**src/common/sacc_pkg.sv**
```systemverilog
package sacc_pkg;
  // Converter resolution and result codes
  localparam int RES_BITS = 14;
  localparam logic [13:0] NEG_CODE = 14'h2000;
  localparam logic [13:0] POS_MAX_CODE = 14'h1FFF;
  localparam logic [13:0] SAR_MSB_TRIAL = 14'h2000;
  localparam logic [3:0] MSB_INDEX = 4'hD;

  // Conversion timing: period and target conversion time in ns
  localparam int CLK_PERIOD_NS = 5;
  localparam int T_CONV_NS = 260;
  localparam int CONV_CYCLES = T_CONV_NS / CLK_PERIOD_NS;
  localparam int STEP_CYCLES = CONV_CYCLES / RES_BITS;

  // Result buffer
  localparam int FIFO_DEPTH = 8;

  // Register map, byte addresses
  localparam int ADDR_W = 8;
  localparam logic [7:0] OFS_CTRL = 8'h00;
  localparam logic [7:0] OFS_STATUS = 8'h04;
  localparam logic [7:0] OFS_DATA = 8'h08;
  localparam logic [7:0] OFS_COUNT = 8'h0C;

  // Control register fields and reset value
  localparam int CTRL_SW_START = 0;
  localparam int CTRL_FIFO_EN = 1;
  localparam int CTRL_HW_EN = 2;
  localparam logic [1:0] CTRL_RESET = 2'h3;

  // Span levels driven to the reference buffer
  localparam logic [1:0] GAIN_0DB = 2'h0;
  localparam logic [1:0] GAIN_M3DB = 2'h1;
  localparam logic [1:0] GAIN_M6DB = 2'h2;
  localparam logic [1:0] GAIN_M9DB = 2'h3;

  typedef enum logic [1:0] {S_IDLE, S_CONV, S_LATCH} sacc_state_e;

  typedef struct packed {
    logic oor;
    logic [13:0] code;
  } sacc_result_s;
endpackage

```
**src/sacc_fifo.sv**
```systemverilog
`timescale 1ns/1ps
module sacc_fifo #(
  parameter int WIDTH = 15,
  parameter int DEPTH = 8
) (
  // Clock and reset
  input wire logic pclk,
  input wire logic presetn,
  // Fill side
  input wire logic in_valid,
  output logic in_ready,
  input wire logic [WIDTH-1:0] in_data,
  // Drain side
  output logic out_valid,
  input wire logic out_ready,
  output logic [WIDTH-1:0] out_data,
  // Fill level
  output logic [$clog2(DEPTH):0] level
);
  localparam int PW = $clog2(DEPTH);

  logic [WIDTH-1:0] mem_q [DEPTH];
  logic [WIDTH-1:0] mem_d [DEPTH];
  logic [PW-1:0] wr_q, wr_d, rd_q, rd_d;
  logic [PW:0] cnt_q, cnt_d;
  logic push, pop;

  // Honest flags: full blocks the writer, empty blocks the reader
  assign in_ready = (cnt_q != PW'(0) + (PW+1)'(0)) ? (cnt_q < (PW+1)'(DEPTH))
                                                    : 1'b1;
  assign out_valid = (cnt_q != '0);
  assign out_data = mem_q[rd_q];
  assign level = cnt_q;
  assign push = in_valid && in_ready;
  assign pop = out_valid && out_ready;

  // Pointer and level update
  always_comb begin
    wr_d = push ? PW'(wr_q + 1'b1) : wr_q;
    rd_d = pop ? PW'(rd_q + 1'b1) : rd_q;
    cnt_d = cnt_q;
    if (push && !pop) begin
      cnt_d = (PW+1)'(cnt_q + 1'b1);
    end else if (pop && !push) begin
      cnt_d = (PW+1)'(cnt_q - 1'b1);
    end
  end

  // Entry storage, written at the write pointer only
  for (genvar i = 0; i < DEPTH; i++) begin : g_entry
    always_comb begin
      mem_d[i] = (push && wr_q == PW'(i)) ? in_data : mem_q[i];
    end
    always_ff @(posedge pclk or negedge presetn) begin
      if (!presetn) begin
        mem_q[i] <= '0;
      end else begin
        mem_q[i] <= mem_d[i];
      end
    end
  end

  always_ff @(posedge pclk or negedge presetn) begin
    if (!presetn) begin
      wr_q <= '0;
      rd_q <= '0;
      cnt_q <= '0;
    end else begin
      wr_q <= wr_d;
      rd_q <= rd_d;
      cnt_q <= cnt_d;
    end
  end
endmodule

```
**src/sacc_top.sv**
```systemverilog
// Design decisions made here: the register addresses and the APB slave port.
`timescale 1ns/1ps
// Functional notes
// - A falling edge on conversion_start_n begins a conversion.
// - Start edges during a running conversion are ignored; no abort.
// - busy is low throughout each conversion, high otherwise.
// - Result appears in parallel on result_bits; result_msb is the MSB.
// - The SAR decides one bit per step, MSB first down to LSB.
// - At conversion end the SAR word, with its MSB inverted, goes to the output latches.
// - Overrange shows as out_of_range_flag high with result_msb low.
// - Range selects pick 0, -3, -6 or -9 dB span.
// - nap_request_n low powers down conversion, reference stays on.
// - sleep_request_n low powers down everything, reference too.
// - Results are two's complement, zero at mid-scale input.
// - Flag also rises at the most negative code; with MSB high, underrange.
module sacc_top #(
  parameter int STEP_DIV = sacc_pkg::STEP_CYCLES,
  parameter int FIFO_DEPTH = sacc_pkg::FIFO_DEPTH
) (
  // Clock and reset
  input wire logic pclk,
  input wire logic presetn,
  // APB slave
  input wire logic psel,
  input wire logic penable,
  input wire logic pwrite,
  input wire logic [sacc_pkg::ADDR_W-1:0] paddr,
  input wire logic [31:0] pwdata,
  output logic [31:0] prdata,
  output logic pready,
  output logic pslverr,
  // Conversion control pins
  input wire logic conversion_start_n,
  input wire logic range_select_0,
  input wire logic range_select_1,
  input wire logic nap_request_n,
  input wire logic sleep_request_n,
  // Analog front end
  input wire logic comparator_high,
  input wire logic over_range_cmp,
  output logic [13:0] dac_trial,
  output logic [1:0] range_level,
  output logic conv_power_en,
  output logic ref_power_en,
  // Result pins
  output logic busy,
  output logic [13:0] result_bits,
  output logic result_msb,
  output logic out_of_range_flag
);
  localparam int LW = $clog2(FIFO_DEPTH) + 1;

  sacc_pkg::sacc_state_e state_q, state_d;
  logic [13:0] sar_q, sar_d;
  logic [3:0] idx_q, idx_d;
  logic [7:0] div_q, div_d;
  logic start_prev_q;
  logic busy_q, busy_d;
  logic [13:0] res_q, res_d;
  logic msb_q, msb_d, oor_q, oor_d;
  logic [15:0] count_q, count_d;
  logic [1:0] range_q, range_d;
  logic conv_pwr_q, conv_pwr_d, ref_pwr_q, ref_pwr_d;
  logic fifo_en_q, fifo_en_d, hw_en_q, hw_en_d;
  logic [31:0] prdata_q, prdata_d;
  logic pready_q, pready_d, pslverr_q, pslverr_d;
  logic step_en, start_fall, powered, go, latch_go, sw_start;
  logic setup, done, hit;
  logic [13:0] code2c;
  sacc_pkg::sacc_result_s res_word, head;
  logic fifo_in_ready, fifo_out_valid, fifo_pop;
  logic [LW-1:0] fifo_level;

  // Free-running step divider standing in for the trimmed oscillator
  always_comb begin
    step_en = (div_q == 8'h00);
    div_d = step_en ? 8'(STEP_DIV - 1) : 8'(div_q - 8'h01);
  end

  // Event and power decode from the pins
  assign start_fall = start_prev_q && !conversion_start_n;
  assign powered = nap_request_n && sleep_request_n;
  assign go = (state_q == sacc_pkg::S_IDLE) && powered
              && ((start_fall && hw_en_q) || sw_start);
  assign code2c = {~sar_q[13], sar_q[12:0]};
  assign latch_go = (state_q == sacc_pkg::S_LATCH)
                    && (!fifo_en_q || fifo_in_ready);

  // Conversion sequencer; a full buffer holds the latch step back
  always_comb begin
    state_d = state_q;
    sar_d = sar_q;
    idx_d = idx_q;
    res_d = res_q;
    msb_d = msb_q;
    oor_d = oor_q;
    count_d = count_q;
    unique case (state_q)
      sacc_pkg::S_IDLE: begin
        if (go) begin
          state_d = sacc_pkg::S_CONV;
          sar_d = sacc_pkg::SAR_MSB_TRIAL;
          idx_d = sacc_pkg::MSB_INDEX;
        end
      end
      sacc_pkg::S_CONV: begin
        if (step_en) begin
          sar_d[idx_q] = comparator_high;
          if (idx_q == 4'h0) begin
            state_d = sacc_pkg::S_LATCH;
          end else begin
            sar_d[4'(idx_q - 4'h1)] = 1'b1;
            idx_d = 4'(idx_q - 4'h1);
          end
        end
      end
      sacc_pkg::S_LATCH: begin
        if (latch_go) begin
          state_d = sacc_pkg::S_IDLE;
          count_d = 16'(count_q + 16'h0001);
          if (over_range_cmp) begin
            res_d = sacc_pkg::POS_MAX_CODE;
            oor_d = 1'b1;
          end else begin
            res_d = code2c;
            oor_d = (code2c == sacc_pkg::NEG_CODE);
          end
          msb_d = res_d[13];
        end
      end
    endcase
    busy_d = (state_d == sacc_pkg::S_IDLE);
  end

  // Span select and power gating follow the pins one cycle later
  always_comb begin
    unique case ({range_select_1, range_select_0})
      2'b11: range_d = sacc_pkg::GAIN_0DB;
      2'b01: range_d = sacc_pkg::GAIN_M3DB;
      2'b10: range_d = sacc_pkg::GAIN_M6DB;
      2'b00: range_d = sacc_pkg::GAIN_M9DB;
    endcase
    conv_pwr_d = powered;
    ref_pwr_d = sleep_request_n;
  end

  always_ff @(posedge pclk or negedge presetn) begin
    if (!presetn) begin
      state_q <= sacc_pkg::S_IDLE;
      sar_q <= '0;
      idx_q <= '0;
      div_q <= '0;
      start_prev_q <= 1'b1;
      busy_q <= 1'b1;
      res_q <= '0;
      msb_q <= 1'b0;
      oor_q <= 1'b0;
      count_q <= '0;
      range_q <= sacc_pkg::GAIN_0DB;
      conv_pwr_q <= 1'b0;
      ref_pwr_q <= 1'b0;
    end else begin
      state_q <= state_d;
      sar_q <= sar_d;
      idx_q <= idx_d;
      div_q <= div_d;
      start_prev_q <= conversion_start_n;
      busy_q <= busy_d;
      res_q <= res_d;
      msb_q <= msb_d;
      oor_q <= oor_d;
      count_q <= count_d;
      range_q <= range_d;
      conv_pwr_q <= conv_pwr_d;
      ref_pwr_q <= ref_pwr_d;
    end
  end

  // Each latched result is also queued for software
  assign res_word = '{oor: oor_d, code: res_d};

  sacc_fifo #(
    .WIDTH($bits(sacc_pkg::sacc_result_s)),
    .DEPTH(FIFO_DEPTH)
  ) u_fifo (
    .pclk(pclk),
    .presetn(presetn),
    .in_valid(latch_go && fifo_en_q),
    .in_ready(fifo_in_ready),
    .in_data(res_word),
    .out_valid(fifo_out_valid),
    .out_ready(fifo_pop),
    .out_data(head),
    .level(fifo_level)
  );

  // APB decode: data is staged in setup so prdata leaves a flop
  assign setup = psel && !penable;
  assign done = psel && penable && pready_q;
  assign hit = (paddr == sacc_pkg::OFS_CTRL) || (paddr == sacc_pkg::OFS_STATUS)
               || (paddr == sacc_pkg::OFS_DATA)
               || (paddr == sacc_pkg::OFS_COUNT);
  assign sw_start = done && pwrite && (paddr == sacc_pkg::OFS_CTRL)
                    && pwdata[sacc_pkg::CTRL_SW_START];
  assign fifo_pop = done && !pwrite && (paddr == sacc_pkg::OFS_DATA);

  // Register file; reads of DATA pop only when the access completes
  always_comb begin
    prdata_d = prdata_q;
    pready_d = setup;
    pslverr_d = setup && !hit;
    fifo_en_d = fifo_en_q;
    hw_en_d = hw_en_q;
    if (setup) begin
      prdata_d = 32'h0000_0000;
      if (!pwrite) begin
        unique case (paddr)
          sacc_pkg::OFS_CTRL: begin
            prdata_d[sacc_pkg::CTRL_FIFO_EN] = fifo_en_q;
            prdata_d[sacc_pkg::CTRL_HW_EN] = hw_en_q;
          end
          sacc_pkg::OFS_STATUS: begin
            prdata_d[0] = !busy_q;
            prdata_d[1] = !conv_pwr_q;
            prdata_d[2] = !ref_pwr_q;
            prdata_d[5:4] = range_q;
            prdata_d[8 +: LW] = fifo_level;
          end
          sacc_pkg::OFS_DATA: begin
            prdata_d[31] = fifo_out_valid;
            prdata_d[14:0] = fifo_out_valid ? head : 15'h0000;
          end
          sacc_pkg::OFS_COUNT: prdata_d[15:0] = count_q;
          default: prdata_d = 32'h0000_0000;
        endcase
      end
    end
    if (done && pwrite && paddr == sacc_pkg::OFS_CTRL) begin
      fifo_en_d = pwdata[sacc_pkg::CTRL_FIFO_EN];
      hw_en_d = pwdata[sacc_pkg::CTRL_HW_EN];
    end
  end

  always_ff @(posedge pclk or negedge presetn) begin
    if (!presetn) begin
      prdata_q <= '0;
      pready_q <= 1'b0;
      pslverr_q <= 1'b0;
      fifo_en_q <= sacc_pkg::CTRL_RESET[0];
      hw_en_q <= sacc_pkg::CTRL_RESET[1];
    end else begin
      prdata_q <= prdata_d;
      pready_q <= pready_d;
      pslverr_q <= pslverr_d;
      fifo_en_q <= fifo_en_d;
      hw_en_q <= hw_en_d;
    end
  end

  // Every output comes straight from a flop
  assign prdata = prdata_q;
  assign pready = pready_q;
  assign pslverr = pslverr_q;
  assign dac_trial = sar_q;
  assign range_level = range_q;
  assign conv_power_en = conv_pwr_q;
  assign ref_power_en = ref_pwr_q;
  assign busy = busy_q;
  assign result_bits = res_q;
  assign result_msb = msb_q;
  assign out_of_range_flag = oor_q;
endmodule

```
**config.mk**
```make
export PLATFORM = sky130hd
export DESIGN_NAME = sacc_top
export DESIGN_NICKNAME = d
export VERILOG_FILES = /design/src/common/sacc_pkg.sv /design/src/sacc_fifo.sv /design/src/sacc_top.sv
export SDC_FILE = /design/constraint.sdc
export NUM_CORES = 1
export LEC_CHECK = 0
export ABC_CLOCK_PERIOD_IN_PS = 7640
export BUFFER_PORTS_ARGS = -buffer_cell sky130_fd_sc_hd__buf_4
export CAP_MARGIN = 20
export CORE_ASPECT_RATIO = 1.5
export CORE_MARGIN = 4
export CORE_UTILIZATION = 60
export DETAILED_ROUTE_END_ITERATION = 7
export PLACE_DENSITY = 0.81
export SYNTH_ARGS = -nofsm -noshare
export SYNTH_HDL_FRONTEND = slang
export SYNTH_SLANG_ARGS = --single-unit
```
**constraint.sdc**
```tcl
create_clock -name pclk -period 7.64 [get_ports pclk]
set_input_delay 0.382 -clock pclk [delete_from_list [all_inputs] [get_ports pclk]]
set_output_delay 0.382 -clock pclk [all_outputs]
set_load 0.01 [all_outputs]
```
### Yosys cells after proc, flatten, opt, wreduce, memory -nomap -nowiden

Cells that the tools add are included.

| cells by class | value |
|---|---|
| multiplexer cells | 43 |
| reduce and logical (&&, ||, !) cells | 58 |
| eq/ne operators | 19 |
| bitwise operators | 3 |
| add/sub/neg operators | 7 |
| order comparisons | 6 |

Operators by type and width:

| cell | number |
|---|---|
| $mux W14 | 6 |
| $bmux W15 S3 | 1 |
| $mux W15 | 3 |
| $mux W32 | 1 |
| $logic_and A1 B1 Y1 | 30 |
| $pmux W14 S2 | 1 |
| $mux W4 | 5 |
| $add A16 B1 Y16 const B | 1 |
| $eq A8 B4 Y1 const B | 2 |
| $logic_not A8 Y1 | 2 |
| $pmux W2 S4 | 2 |
| $bwmux W14 | 1 |
| $eq A14 B14 Y1 const B | 1 |
| $or A14 B14 Y14 | 1 |
| $eq A3 B3 Y1 const B | 4 |
| $pmux W2 S3 | 2 |
| $pmux W4 S3 | 1 |
| $logic_not A1 Y1 | 10 |
| $lt A4 B5 Y1 const B | 2 |
| $demux W1 S4 | 2 |
| $eq A8 B3 Y1 const B | 1 |
| $ge A4 B1 Y1 const B | 2 |
| $mux W1 | 8 |
| $mux W2 | 4 |
| other kinds (28) | 43 |

| storage, ports and cells | value |
|---|---|
| input port bits | 52 |
| output and inout port bits | 69 |
| bits in registers | 232 |
| logic and storage cells | 165 |

### Longest topological paths before layout

| depth | value |
|---|---|
| word-level depth | 10 |
| depth in mapped cells | 12 |
| gate-level depth less buffers | 12 |

### Modules after synthesis

Synthesis repeated with hierarchy kept, for this count alone.

| unflattened totals | value |
|---|---|
| cell total of the unflattened synthesis | 854 |
| area, all modules | 11083.1 sq um |

Modules (own cells, without submodules):

| module | sequential area each (sq um) | area an instance (sq um) | instances | cells an instance |
|---|---|---|---|---|
| sacc_fifo | 3253.1 | 6406.1 | 1 | 371 |
| sacc_top | 2182.1 | 4677.0 | 1 | 483 |

### Least setup slack after synthesis

No wires, ideal clock.

| timing path | value |
|---|---|
| path kind | input to register |
| from | input port paddr[1] in the netlist's numbering |
| to | register u_fifo.cnt_q[3], in the netlist u_fifo.level[3] |
| data arrival time | 2372 ps |
| stages on the path | 12 |
| library setup time | 127 ps |
| required time | 7513 ps |
| path buffers | 0 |
| setup slack | 5141 ps |
| cells stage by stage | nor4_4 > nand3_1 > and4bb_2 > inv_1 > ha_1 > inv_1 > ha_1 > a21o_1 > a21oi_1 > xnor2_1 > nor2_1 > xor2_1 |

| on the way | value |
|---|---|
| word-level cells in the longest chain between the ends | 6 |
| elaborated cells between the ends (all ways) | 8 |
| those cells by class | eq/ne: 1; mux: 1; reduce/logical: 6 |

Ends and longest elaborated chain:

| item | line | source |
|---|---|---|
| start: declaration | sacc_top.sv:27 | `input wire logic [sacc_pkg::ADDR_W-1:0] paddr,` |
| $eq A8 B4 Y1 (*) | sacc_top.sv:205 | `assign fifo_pop = done && !pwrite && (paddr == sacc_pkg::OFS_DATA);` |
| $logic_and A1 B1 Y1 (*) | sacc_top.sv:205 |  |
| $logic_and A1 B1 Y1 (*) | sacc_fifo.sv:35 | `assign pop = out_valid && out_ready;` |
| $logic_not A1 Y1 | sacc_fifo.sv:42 | `if (push && !pop) begin` |
| $logic_and A1 B1 Y1 | sacc_fifo.sv:42 |  |
| $mux W4 or $reduce_bool A2 Y1 (tied branches) | n/a |  |
| end signal: assignment | sacc_fifo.sv:71 | `cnt_q <= cnt_d;` |
| end: declaration | sacc_fifo.sv:25 | `logic [PW:0] cnt_q, cnt_d;` |

Every way passes the cells marked *; elsewhere a longest branch is shown, timed or not.
A chain may end at the register's enable or synchronous reset.

### Final worst setup path

| timing path | value |
|---|---|
| from | register u_fifo.cnt_q[3], in the netlist u_fifo.level[3] |
| to | register u_fifo.cnt_q[3], in the netlist u_fifo.level[3] |

| on the way | value |
|---|---|
| word-level cells in the longest chain between the ends | 9 |
| elaborated cells between the ends (all ways) | 17 |
| those cells by class | add/sub: 2; order compare: 1; mux: 3; reduce/logical: 11 |

Ends and longest elaborated chain:

| item | line | source |
|---|---|---|
| $lt A4 B4 Y1 or $reduce_bool A4 Y1 (tied branches) | sacc_fifo.sv:29, sacc_fifo.sv:31 |  |
| $mux W1 | sacc_fifo.sv:29 | `assign in_ready = (cnt_q != PW'(0) + (PW+1)'(0)) ? (cnt_q < (PW+1)'(DEPTH))` |
| $logic_or A1 B1 Y1 | sacc_top.sv:87 | `&& (!fifo_en_q \|\| fifo_in_ready);` |
| $logic_and A1 B1 Y1 | sacc_top.sv:87 |  |
| $logic_and A1 B1 Y1 | sacc_top.sv:188 | `.in_valid(latch_go && fifo_en_q),` |
| $logic_and A1 B1 Y1 | sacc_fifo.sv:34 | `assign push = in_valid && in_ready;` |
| $logic_not A1 Y1 | sacc_fifo.sv:44 | `end else if (pop && !push) begin` |
| $logic_and A1 B1 Y1 | sacc_fifo.sv:44 |  |
| $reduce_bool A2 Y1 (no source line) | n/a |  |

Several ways; a longest one is shown, not always the timed one. The select of a mux whose other input is x is not followed.

==> metrics.txt <==
Mapped Cells=968; worst r2r src=u_fifo.level[3]$_DFFE_PN0P_; vias in the first global route=7,738; unrepaired setup endpoints after global routing=no; Int Pwr=0.00176 W; P_sw=0.000517 W; clk root buf=clkbuf_16; Fin Setup TNS=0 ns; Seq cells post-synth=217; EDFF count, synth=0; largest cells by area after synthesis=dfrtp_1, nand2_1, mux4_2; Die ar.=19,100 um2; worst hold path cell count=2; kind of critical path=reg2reg; DP HPWL=16,000 um; CP max-delay cell=nor4_1; CTS Buf Count=20; Period minus WS final=2.83 ns; switching part of the total=22.7%; mux share of post-synthesis cell area=9.74%; 1st-pass router iterations=6; gr usage total=26.1%; Fillers=1,207; Synth Area in XOR/XNOR=2.33%; Max Fclk=354 MHz; leading register cell type out of synthesis=dfrtp_1; GPL Wtd Cong=0.904; IO Count=121; Clock Latency Late Sink=0.50 ns; top cell type's share of synthesized area=52.5%; pwr dens=196 nW/um2; Critical Path, Cell by Cell=nor4_1 > nor2_1 > and4bb_2 > inv_1 > ha_1 > inv_1 > ha_1 > a21o_1 > a21oi_1 > xnor2_1 > nor2_1 > xor2_1; CTS tree=yes; Iteration-0 DRC Markers=599; DRC=0; Vias/cell=6.09; Die H=167 um; WP data arrival=3.24 ns; Clock Path Buffers=3; combinational share of power=6.1%; Worst Path Required=8.05 ns; crit-path max FO=7; WL final=24,900 um; ys async rst share=100%; Synthesis Warnings=0; r2r setup slk=4.81 ns; core area=16,700 um2; MaxCap Viol Count=0; Cell Area, Synth=10,100 um2; row cnt=58; status=finished, final reports clean; wire per inst=19.9 um; Worst Max-Slew Pin Slew=1.00 ns; post-synth cell types=63; clock-pin slew on the worst setup and hold paths=0.07 ns; Tcrit/Tclk final=37.0%; Leak Pwr=5.34 nW; largest net degree at the start of global routing=139; CP max stage delay=0.49 ns; CTS sink count=217; Die X=114 um; Inst Count DP=1,208; top cell type by total area after synthesis=dfrtp_1; Worst Hold End=range_level[1]$_DFF_PN0_; fin nets=1,106; Setup crit end kind=flip-flop; setup ws final=4.81 ns; Area growth syn-to-layout=14.1%; Synth Area in Simple Gates=13.3%; first-pass GRT wire length=39,800 um; Slew HR=33.2%; setup slack at placement=4.78 ns; Syn Area/Cell=10.5 um2; Compound-Gate Fraction of Synth Area=13.5%; capture point of the worst reg-to-reg path=u_fifo.level[3]$_DFFE_PN0P_; clock power share=42.1%; synthesized-area fraction occupied by adder cells=3.03%; main combinational cell family by area after synthesis=compound AO/OA/AOI/OAI gates; post-synthesis sequential area ratio=53.6%; Hold Path Class=in2reg; proportion of layout cells with a drive suffix above 1=18.1%; initial antenna violation count=0; nature of the critical path startpoint=flip-flop; final hold viol count=0; H-tree levels=1; Flop pwr share=51.9%; # diodes=0; Final setup viols=0; Worst R2R Path Depth=12; grt ovf=0; worst vdd ir=0.176 mV; max-slew violation count=0; Worst Skew=0.0217 ns; Hold Crit Start=range_select_0; Port-buffer cells=76; via count=7,630; remaining antenna violation count after routing=0; Starting Density=60.8%; final cell count without fillers=1,252
[state kept, by name, indices dropped and copies added, names as in the netlist, 3 cells and up]
name          count
u_fifo.mem_q    120
prdata           17
count_q          16
dac_trial        14
result_bits      14
div_q             8
idx_q             4
u_fifo.level      4
u_fifo.rd_q       3
u_fifo.wr_q       3
[worst max-delay path by stage]
stage | slack (ns) | startpoint | to
6_report | 4.81 | u_fifo.level[3]$_DFFE_PN0P_ | u_fifo.level[3]$_DFFE_PN0P_
5_1_grt | 4.64 | u_fifo.level[0]$_DFFE_PN0P_ | u_fifo.level[3]$_DFFE_PN0P_
4_1_cts | 4.83 | u_fifo.level[0]$_DFFE_PN0P_ | u_fifo.level[3]$_DFFE_PN0P_
3_5_place_dp | 4.78 | paddr[1] | u_fifo.level[3]$_DFFE_PN0P_
3_3_place_gp | 4.83 | paddr[1] | u_fifo.level[3]$_DFFE_PN0P_
2_1_floorplan | 5.14 | paddr[1] | u_fifo.level[3]$_DFFE_PN0P_
[cells in the final DEF (no fill, tap or decap), types with 3 or more instances in the layout]
cell and n:
buf_4 82, a221oi_1 16, clkbuf_8 5, clkbuf_16 21
o22ai_1 3, nand2_1 182, nand3b_1 3, and3_1 6
and2_1 5, o221ai_1 9, dlygate4sd3_1 3, a21o_1 3
conb_1 15, dfstp_2 4, buf_16 5, a22o_1 14
mux4_2 30, nor2_1 66, nor3_1 7, nor2b_1 3
inv_2 8, dfrtp_1 212, o21ai_0 22, mux2_2 23
a21oi_1 23, nand4_1 4, mux2_1 3, nor4_1 4
ha_1 23, a31oi_1 3, inv_1 27, nand2b_1 4
nand3_1 14, o21ai_1 120, clkbuf_1 7, xnor2_1 19
xor2_1 8
[layer usage]
metal	wire length, um	vias to the layer above	part of all wire (%)	global-route usage (%)
met1	9260	3789	37	32.0
met2	13100	262	53	45.0
met5	0	-	0	0
li1	-	3502	-	-
met4	1380	0	5.6	13.8
met3	1150	77	4.6	2.86
[synthesized netlist by cell type, drive strengths merged (9+ instances only)]
cell / instances
nand2: 182
nor2: 66
ha: 23
o21ai: 142
xnor2: 19
a22o: 14
clkbuf: 40
mux4: 30
a21oi: 24
a221oi: 16
buf: 27
mux2: 26
o221ai: 9
nand3: 14
inv: 35
dfrtp: 213
[power by group through the flow]
stage / sequential, W / combinational, W / clock, W
3_5_place_dp: 0.00120 / 0.000134 / 0
6_report: 0.00118 / 0.000138 / 0.000956
4_1_cts: 0.00118 / 0.000136 / 0.000966
2_1_floorplan: 0.00120 / 0.0000584 / 0
5_1_grt: 0.00118 / 0.000153 / 0.00102
3_3_place_gp: 0.00120 / 0.000131 / 0
[layout make-up]
cell class                      count  area, um2  area share [%]
Sequential cell                   217       5440            47.0
Timing Repair Buffer               93        823            7.11
Inverter                           36        135            1.17
Clock inverter                      2       10.0          0.0865
Tap cell                          210        263            2.27
Multi-Input combinational cell    662       4300            37.2
Clock buffer                       32        607            5.24
[through the flow]
stage,utilization [%],power [W],area [um2],hold slack (ns)
3_5_place_dp,64.5,0.00133,10800,0.453
3_3_place_gp,64.5,0.00133,10800,0.441
4_1_cts,68.3,0.00228,11400,0.00914
5_1_grt,69.4,0.00235,11600,0.0167
6_report,69.4,0.00227,11600,0.0144
2_1_floorplan,-,0.00126,10200,0.0864
[logic make-up (layout without fill, tap and decap cells)]
group	Yosys count	count (layout)
AOI/OAI and AO/OA	229	229
xor gates and xnor gates	27	27
adders and majority gates	24	24
buffers and inverters	103	163
DFF	217	217
muxes	58	58
other	1	15
and+or+nand+nor	309	309
[what timing repair did]
item,4_1_cts,5_1_grt
gates resized for setup,0,0
hold endpoints to repair,2,33
setup buffers,0,0
hold buffers,2,1
[worst max-delay path, delay by kind of cell, from the launching register on]
family,cells,cell delay (ns)
compound gates,2,0.36
simple gates,4,1.02
buf+inv,2,0.16
flops,1,0.47
fa+ha+maj,2,0.44
xor+xnor,2,0.28
Power figures use the tool's default switching activity.
